`src/include/synth_prog_pkg.sv`:
```
package synth_prog_pkg;
  // Word layout
  localparam int WORD_W = 24;
  localparam logic [1:0] SEL_CONTROL = 2'h0;
  localparam logic [1:0] SEL_REFERENCE = 2'h1;
  localparam logic [1:0] SEL_FEEDBACK = 2'h2;
  localparam logic [1:0] SEL_TEST = 2'h3;
  // Control word fields
  localparam int CTL_PRESCALE_LSB = 22;
  localparam int CTL_PD_MODE_BIT = 21;
  localparam int CTL_PD_REQ_BIT = 20;
  localparam int CTL_CP2_LSB = 17;
  localparam int CTL_CP1_LSB = 14;
  localparam int CTL_OUT_LEVEL_LSB = 12;
  localparam int CTL_MUTE_BIT = 11;
  localparam int CTL_GAIN_BIT = 10;
  localparam int CTL_TRISTATE_BIT = 9;
  localparam int CTL_POLARITY_BIT = 8;
  localparam int CTL_MUX_LSB = 5;
  localparam int CTL_CLEAR_BIT = 4;
  localparam int CTL_CORE_LSB = 2;
  // Feedback word fields
  localparam int FB_HALVED_IN_BIT = 23;
  localparam int FB_HALVING_BIT = 22;
  localparam int FB_GAIN_BIT = 21;
  localparam int FB_MAIN_LSB = 8;
  localparam int FB_MAIN_W = 13;
  localparam int FB_RSV_BIT = 7;
  localparam int FB_SWALLOW_LSB = 2;
  localparam int FB_SWALLOW_W = 5;
  // Reference word fields
  localparam int REF_RSV_LSB = 22;
  localparam int REF_BAND_DIV_LSB = 20;
  localparam int REF_TEST_BIT = 19;
  localparam int REF_LDP_BIT = 18;
  localparam int REF_ABP_LSB = 16;
  localparam int REF_COUNT_LSB = 2;
  localparam int REF_COUNT_W = 14;
  // Reset values of held words
  localparam logic [23:0] WORD_RESET = 24'h000000;
  // Timing
  localparam int CLK_MHZ = 100;
  localparam int SCLK_DIV = 4;
  localparam int SETTLE_LONG_US = 10000;
  localparam int SETTLE_SHORT_US = 600;
  localparam int SETTLE_LONG_CYC = SETTLE_LONG_US * CLK_MHZ;
  localparam int SETTLE_SHORT_CYC = SETTLE_SHORT_US * CLK_MHZ;
  // Host registers on AHB-Lite
  localparam logic [7:0] ADDR_CTRL = 8'h00;
  localparam logic [7:0] ADDR_REF = 8'h04;
  localparam logic [7:0] ADDR_CTL = 8'h08;
  localparam logic [7:0] ADDR_FB = 8'h0C;
  localparam logic [7:0] ADDR_STATUS = 8'h10;
  // CTRL bits
  localparam int CTRL_GO_BIT = 0;
  localparam int CTRL_SHORT_BIT = 1;
  localparam int CTRL_CHIP_EN_BIT = 2;
  localparam int CTRL_FB_ONLY_BIT = 3;
  localparam logic [3:0] CTRL_RESET = 4'h4;
endpackage

```
`src/include/synth_link_if.sv`:
```
`timescale 1ns/1ps
interface synth_link_if;
  logic serial_clk;
  logic serial_data;
  logic load_enable;
  logic chip_enable;
  modport host (output serial_clk, output serial_data, output load_enable, output chip_enable);
  modport device (input serial_clk, input serial_data, input load_enable, input chip_enable);
endinterface

```
`src/hw/synth_latch_host.sv`:
```
`timescale 1ns/1ps
// Summary of operation
// Select bits 00 load control latch
// Control holds prescaler and power-down bits
// Control holds pump currents, output level
// Control holds mute, gain, polarity, mux
// Feedback holds halving and gain bits
// Select bits 10 load feedback latch
// Reference holds band clock, test, precision
// Select bits 01 load reference latch
// Write reference, control, then feedback
// Control write powers up device
// Wait settle interval before feedback
// Feedback changed in power-down needs resequence
// Chip-enable cycle keeps band
// Software power cycle keeps band
// Shift 24 bits msb first
// Load-enable rise copies to latch
// Never send select bits 11
// Reserved and test bits sent zero
// Latches hold until reloaded
module synth_latch_host
  import synth_prog_pkg::*;
#(
  parameter int SETTLE_LONG = SETTLE_LONG_CYC,
  parameter int SETTLE_SHORT = SETTLE_SHORT_CYC
)
(
  // Clock and reset
  input wire logic I_CLK,
  input wire logic I_RST,
  // AHB-Lite slave
  input wire logic I_HSEL,
  input wire logic [7:0] I_HADDR,
  input wire logic [1:0] I_HTRANS,
  input wire logic I_HWRITE,
  input wire logic [2:0] I_HSIZE,
  input wire logic [31:0] I_HWDATA,
  input wire logic I_HREADY,
  output logic [31:0] O_HRDATA,
  output logic O_HREADYOUT,
  output logic O_HRESP,
  // Link
  synth_link_if.host LINK
);
  typedef enum logic [5:0] {
    S_IDLE = 6'b000001,
    S_LOAD = 6'b000010,
    S_SHIFT = 6'b000100,
    S_LATCH = 6'b001000,
    S_WAIT = 6'b010000,
    S_NEXT = 6'b100000
  } state_t;

  state_t state;
  logic [3:0] ctrl;
  logic [23:0] ref_w;
  logic [23:0] ctl_w;
  logic [23:0] fb_w;
  logic [23:0] out_sh;
  logic [4:0] bit_cnt;
  logic [1:0] step;
  logic [31:0] wait_cnt;
  logic [3:0] div_cnt;
  logic sclk;
  logic sdat;
  logic le;
  logic fb_dirty;
  logic wr_pend;
  logic [7:0] wr_addr;
  logic busy;
  wire tick = (div_cnt == 4'(SCLK_DIV - 1));
  wire addr_ok = I_HSEL & I_HREADY & I_HTRANS[1];

  function automatic logic [23:0] sanitize(input logic [23:0] w, input logic [1:0] s);
    logic [23:0] r;
    r = w;
    r[1:0] = s;
    // reserved and test zero
    if (s == SEL_FEEDBACK)
      r[FB_RSV_BIT] = 1'b0;
    if (s == SEL_REFERENCE)
    begin
      r[23:REF_RSV_LSB] = 2'h0;
      r[REF_TEST_BIT] = 1'b0;
    end
    return r;
  endfunction

  // fixed write order
  function automatic logic [23:0] pick(input logic [1:0] n);
    logic [23:0] r;
    r = WORD_RESET;
    unique case (n)
      2'h0: r = sanitize(ref_w, SEL_REFERENCE);
      2'h1: r = sanitize(ctl_w, SEL_CONTROL);
      default: r = sanitize(fb_w, SEL_FEEDBACK);
    endcase
    return r;
  endfunction

  // Bus: zero wait states, writes land in data phase
  always_ff @(posedge I_CLK or posedge I_RST)
    if (I_RST)
    begin
      wr_pend <= 1'b0;
      wr_addr <= 8'h00;
      O_HRDATA <= 32'h00000000;
    end
    else
    begin
      wr_pend <= addr_ok & I_HWRITE;
      wr_addr <= I_HADDR;
      if (addr_ok && !I_HWRITE)
        unique case (I_HADDR)
          ADDR_CTRL: O_HRDATA <= {28'h0, ctrl};
          ADDR_REF: O_HRDATA <= {8'h00, ref_w};
          ADDR_CTL: O_HRDATA <= {8'h00, ctl_w};
          ADDR_FB: O_HRDATA <= {8'h00, fb_w};
          ADDR_STATUS: O_HRDATA <= {30'h0, fb_dirty, busy};
          default: O_HRDATA <= 32'h00000000;
        endcase
    end
  assign O_HREADYOUT = 1'b1;
  assign O_HRESP = 1'b0;

  always_ff @(posedge I_CLK or posedge I_RST)
    if (I_RST)
    begin
      ctrl <= CTRL_RESET;
      ref_w <= WORD_RESET;
      ctl_w <= WORD_RESET;
      fb_w <= WORD_RESET;
    end
    else
    begin
      if (state == S_IDLE)
        ctrl[CTRL_GO_BIT] <= 1'b0;
      if (wr_pend)
        unique case (wr_addr)
          ADDR_CTRL: ctrl <= I_HWDATA[3:0];
          ADDR_REF: ref_w <= I_HWDATA[23:0];
          ADDR_CTL: ctl_w <= I_HWDATA[23:0];
          ADDR_FB: fb_w <= I_HWDATA[23:0];
          default: ;
        endcase
    end

  // dirty feedback while off
  always_ff @(posedge I_CLK or posedge I_RST)
    if (I_RST)
      fb_dirty <= 1'b1;
    else if (wr_pend && wr_addr == ADDR_FB && (!ctrl[CTRL_CHIP_EN_BIT] || ctl_w[CTL_PD_REQ_BIT]))
      fb_dirty <= 1'b1;
    else if (state == S_LATCH && tick && le && step == 2'h2)
      fb_dirty <= 1'b0;

  always_ff @(posedge I_CLK or posedge I_RST)
    if (I_RST)
      div_cnt <= 4'h0;
    else if (state == S_IDLE || tick)
      div_cnt <= 4'h0;
    else
      div_cnt <= div_cnt + 4'h1;

  always_ff @(posedge I_CLK or posedge I_RST)
    if (I_RST)
    begin
      state <= S_IDLE;
      step <= 2'h0;
      bit_cnt <= 5'h0;
      out_sh <= WORD_RESET;
      sclk <= 1'b0;
      sdat <= 1'b0;
      le <= 1'b0;
      wait_cnt <= 32'h0;
    end
    else
      unique case (state)
        S_IDLE:
          if (ctrl[CTRL_GO_BIT])
          begin
            // feedback-only reload when band still valid
            step <= (ctrl[CTRL_FB_ONLY_BIT] && !fb_dirty) ? 2'h2 : 2'h0;
            state <= S_LOAD;
          end
        S_LOAD:
        begin
          // select never 11
          out_sh <= pick(step);
          bit_cnt <= 5'h0;
          state <= S_SHIFT;
        end
        S_SHIFT:
          if (tick)
          begin
            // msb first, data set on the same clock as the rise
            if (!sclk)
            begin
              sdat <= out_sh[23];
              sclk <= 1'b1;
            end
            else
            begin
              sclk <= 1'b0;
              out_sh <= {out_sh[22:0], 1'b0};
              bit_cnt <= bit_cnt + 5'h1;
              if (bit_cnt == 5'd23)
                state <= S_LATCH;
            end
          end
        S_LATCH:
          if (tick)
          begin
            // pulse load enable
            le <= ~le;
            if (le)
            begin
              // settle after control
              wait_cnt <= ctrl[CTRL_SHORT_BIT] ? 32'(SETTLE_SHORT) : 32'(SETTLE_LONG);
              state <= (step == 2'h1) ? S_WAIT : S_NEXT;
            end
          end
        S_WAIT:
          if (wait_cnt <= 32'h1)
            state <= S_NEXT;
          else
            wait_cnt <= wait_cnt - 32'h1;
        S_NEXT:
          if (step == 2'h2)
            state <= S_IDLE;
          else
          begin
            step <= step + 2'h1;
            state <= S_LOAD;
          end
      endcase

  assign busy = (state != S_IDLE);
  assign LINK.serial_clk = sclk;
  assign LINK.serial_data = sdat;
  assign LINK.load_enable = le;
  assign LINK.chip_enable = ctrl[CTRL_CHIP_EN_BIT];
endmodule

```
`src/flat_wrapper.sv`:
```
// flat-port wrapper written by rule: the top's interface ports become plain ports
module synth_latch_host_flat import synth_prog_pkg::*;
#(
  parameter int SETTLE_LONG = SETTLE_LONG_CYC,
  parameter int SETTLE_SHORT = SETTLE_SHORT_CYC
)
  (I_CLK, I_RST, I_HSEL, I_HADDR, I_HTRANS, I_HWRITE, I_HSIZE, I_HWDATA, I_HREADY, O_HRDATA, O_HREADYOUT, O_HRESP, LINK_serial_clk, LINK_serial_data, LINK_load_enable, LINK_chip_enable);
  synth_link_if LINK_i ();
  input wire logic I_CLK;
  input wire logic I_RST;
  input wire logic I_HSEL;
  input wire logic [7:0] I_HADDR;
  input wire logic [1:0] I_HTRANS;
  input wire logic I_HWRITE;
  input wire logic [2:0] I_HSIZE;
  input wire logic [31:0] I_HWDATA;
  input wire logic I_HREADY;
  output logic [31:0] O_HRDATA;
  output logic O_HREADYOUT;
  output logic O_HRESP;
  output wire logic [$bits(LINK_i.serial_clk)-1:0] LINK_serial_clk;
  output wire logic [$bits(LINK_i.serial_data)-1:0] LINK_serial_data;
  output wire logic [$bits(LINK_i.load_enable)-1:0] LINK_load_enable;
  output wire logic [$bits(LINK_i.chip_enable)-1:0] LINK_chip_enable;
  assign LINK_serial_clk = LINK_i.serial_clk;
  assign LINK_serial_data = LINK_i.serial_data;
  assign LINK_load_enable = LINK_i.load_enable;
  assign LINK_chip_enable = LINK_i.chip_enable;
  synth_latch_host #(.SETTLE_LONG(SETTLE_LONG), .SETTLE_SHORT(SETTLE_SHORT)) u_core (.I_CLK(I_CLK), .I_RST(I_RST), .I_HSEL(I_HSEL), .I_HADDR(I_HADDR), .I_HTRANS(I_HTRANS), .I_HWRITE(I_HWRITE), .I_HSIZE(I_HSIZE), .I_HWDATA(I_HWDATA), .I_HREADY(I_HREADY), .O_HRDATA(O_HRDATA), .O_HREADYOUT(O_HREADYOUT), .O_HRESP(O_HRESP), .LINK(LINK_i));
endmodule
```
`config.mk`:
```
export PLATFORM = sky130hd
export DESIGN_NAME = synth_latch_host_flat
export DESIGN_NICKNAME = d
export VERILOG_FILES = /design/src/include/synth_prog_pkg.sv /design/src/include/synth_link_if.sv /design/src/hw/synth_latch_host.sv /design/src/flat_wrapper.sv
export SDC_FILE = /design/constraint.sdc
export NUM_CORES = 1
export LEC_CHECK = 0
export ABC_AREA = 1
export BUFFER_PORTS_ARGS = -buffer_cell sky130_fd_sc_hd__buf_2
export CAP_MARGIN = 20
export CORE_MARGIN = 4
export CORE_UTILIZATION = 45
export DETAILED_ROUTE_END_ITERATION = 16
export PLACE_DENSITY = 0.69
export SYNTH_ARGS = -nofsm -noshare
export SYNTH_HDL_FRONTEND = slang
export SYNTH_SLANG_ARGS = --single-unit
```
`constraint.sdc`:
```
create_clock -name I_CLK -period 6.01 [get_ports I_CLK]
set_input_delay 0.601 -clock I_CLK [delete_from_list [all_inputs] [get_ports I_CLK]]
set_output_delay 0.601 -clock I_CLK [all_outputs]
set_load 0.02 [all_outputs]
```
==> results.json <==
{
  "outcome": "completed",
  "critPathCaptureType": "register",
  "finalClockSkew_ns": 0.0136,
  "min_path_cells": 1,
  "cts_tree": "done",
  "synth_top_family_by_area": "simple AND/OR/NAND/NOR gates",
  "grt_pass1_wl_um": 40500,
  "cts_made_buffers": 17,
  "syn_area_per_cell_um2": 7.52,
  "drt-vias-per-instance": 5.21,
  "ios": 88,
  "power_density_nw_per_um2": 235,
  "yosysSeqAreaShare_pct": 48.0,
  "synth_mux_area_share_pct": 0.116,
  "setup_viol": 0,
  "coreArea_um2": 21200,
  "io_buffers": 65,
  "drt_iter0_drc": 653,
  "grt-ovfl-total": 0,
  "clockBufferDepth": 2,
  "slew_viol_final": 0,
  "drc": 0,
  "cts_root_buf": "clkbuf_16",
  "wl_per_cell_um": 15.0,
  "ctsHoldBuffers": 0,
  "die_w_um": 155,
  "syn-cell-area_um2": 9710,
  "ys_ff_latch": 186,
  "synthTopCellsByArea": "dfrtp_1, nand2_1, o21ai_0",
  "cp.arrival_ns": 2.73,
  "hold_path_class": "input port to register",
  "ir_drop_v": 0.000159,
  "synth_top_cell_area_share_pct": 47.1,
  "dieArea_um2": 24000,
  "cts_htree_levels": 4,
  "hold_ws_ns": 0.269,
  "r2r_cells": 10,
  "grt_pass1_vias": 7900,
  "dp_hpwl_um": 15900,
  "grt_max_degree": 130,
  "vias": 8436,
  "total_power_uw": 2540,
  "ys_warn_count": 0,
  "fillCellCount": 2044,
  "antenna_found_initial": 0,
  "start_util_pct": 45.9,
  "leakage_uw": 0.00590,
  "ctsResizeCount": 0,
  "layout_commonest_cell": "nand2_1",
  "min_period_over_period_pct": 40.1,
  "fin_nets": 1390,
  "first_pass_iters": 5,
  "mostFrequentLayoutCells": "nand2_1, dfrtp_1, nor2_1, o21ai_0, inv_1",
  "antenna_cells": 0,
  "worstMarginPinSlew_ns": 0.953,
  "maxCapViolCount": 0,
  "wl_um": 24300,
  "fin_tns_setup_ns": 0,
  "multi_input_area_um2": 4280,
  "synth_area_leader_cell": "dfrtp_1",
  "rsz0062_at_grt": "no",
  "syn_to_final_growth_pct": 11.4,
  "cts_sinks": 186,
  "post-route-cell-area_um2": 10800,
  "synthCells": 1291,
  "rows": 53,
  "final_util_pct": 51.2,
  "final.min_clock_period_ns": 2.41,
  "critPathKind": "register to register",
  "gp_congestion": 0.912,
  "die_y_um": 155,
  "setup.worst_path.start_class": "register",
  "synthAdderAreaFrac_pct": 1.03,
  "max-slew-margin-rel_pct": 36.4,
  "post_dp_cell_area_um2": 10100,
  "clk_latency_ns": 0.45,
  "clock.fmax_mhz": 415,
  "ys_types": 40,
  "worst-path-max-fanout": 30,
  "synth_compound_area_share_pct": 11.8,
  "r2r_slack_ns": 3.60,
  "track_usage_pct": 20.8,
  "detail-route-antenna-nets": 0,
  "cts_setup_buffers": 0,
  "regArea_um2": 4660,
  "path_clk_slew_ns": 0.08,
  "synth-simple-area-share_pct": 30.1,
  "finalHoldViolCount": 0,
  "required_ns": 6.33,
  "drive_gt1_share_pct": 11.5,
  "synth_xor_area_share_pct": 0.631
}
## power by group
part           switching [uW]  internal [uW]
clock                     601            579
sequential               8.22           1260
combinational            67.3           24.3
## worst max-delay path: stages (launching register included)
cell and delay, ns:
dfstp_2 0.56, nor2_4 0.05, nand3_1 0.07, nor2_1 0.04, buf_4 0.22, inv_1 0.73, o21ai_0 0.16, nor2_1 0.23
nand2_1 0.10, nand2_1 0.07, nand2_1 0.05
## Yosys cell counts, drive strengths merged
master	number
dfstp	3
and3	2
nand4	15
o31ai	2
o211ai	3
conb	2
o21bai	5
or2	3
o221ai	9
nand3	91
a22oi	1
nor3	8
dfrtp	183
nor3b	2
a31oi	17
inv	121
xor2	7
clkinv	2
buf	39
nor2	150
mux2	1
o21ai	144
clkbuf	22
nand3b	2
ha	8
nand2	429
a21oi	20
## sequential cells by signal (all words and copies together) (netlist names), 5 cells and up
| signal | count |
|---|---|
| u_core.O_HRDATA | 24 |
| u_core.bit_cnt | 5 |
| u_core.ctl_w | 24 |
| u_core.fb_w | 24 |
| u_core.out_sh | 24 |
| u_core.ref_w | 24 |
| u_core.state | 6 |
| u_core.wait_cnt | 32 |
| u_core.wr_addr | 8 |
## per-layer routing
metal | vias to the layer above | wire length, um | track usage, %
met5 | - | 0 | 0
met3 | 31 | 1500 | 3.76
met4 | 0 | 345 | 6.06
met1 | 3949 | 11300 | 29.8
li1 | 4198 | - | -
met2 | 258 | 11100 | 32.5
## final timing paths
| kind | from | to |
|---|---|---|
| setup / recovery | u_core.state[0] | u_core.state[2] |
| hold / removal | I_HADDR[0] | u_core.wr_addr[0] |
| setup reg to reg | u_core.state[0] | u_core.state[2] |
| hold reg to reg | u_core.div_cnt[0] | u_core.div_cnt[0] |
| max in group asynchronous | I_RST | u_core.bit_cnt[3] |
| min in group asynchronous | I_RST | u_core.fb_w[0] |
## cell families after synthesis
group,count (synthesis)
buffers and inverters,184
xor gates and xnor gates,7
and+or+nand+nor,702
other,2
DFF,186
adders and majority gates,8
muxes,1
AOI/OAI and AO/OA,201
## cell type report
cell class | count | share of cell area, %
clock buffer | 17 | 3.93
clock inverter | 15 | 1.91
inverter | 123 | 4.34
multi-input combinational | 929 | 39.5
sequential | 186 | 43.0
tap | 275 | 3.18
timing repair buffer | 75 | 4.07
## stage by stage
stage                     cells  setup WS, ns
after global routing       1620          3.42
after floorplan            1299         0.357
after CTS                  1618          3.61
final                      1620          3.60
after global placement     1586          3.46
after detailed placement   1586          3.37
(Power assumes the default switching activity.)
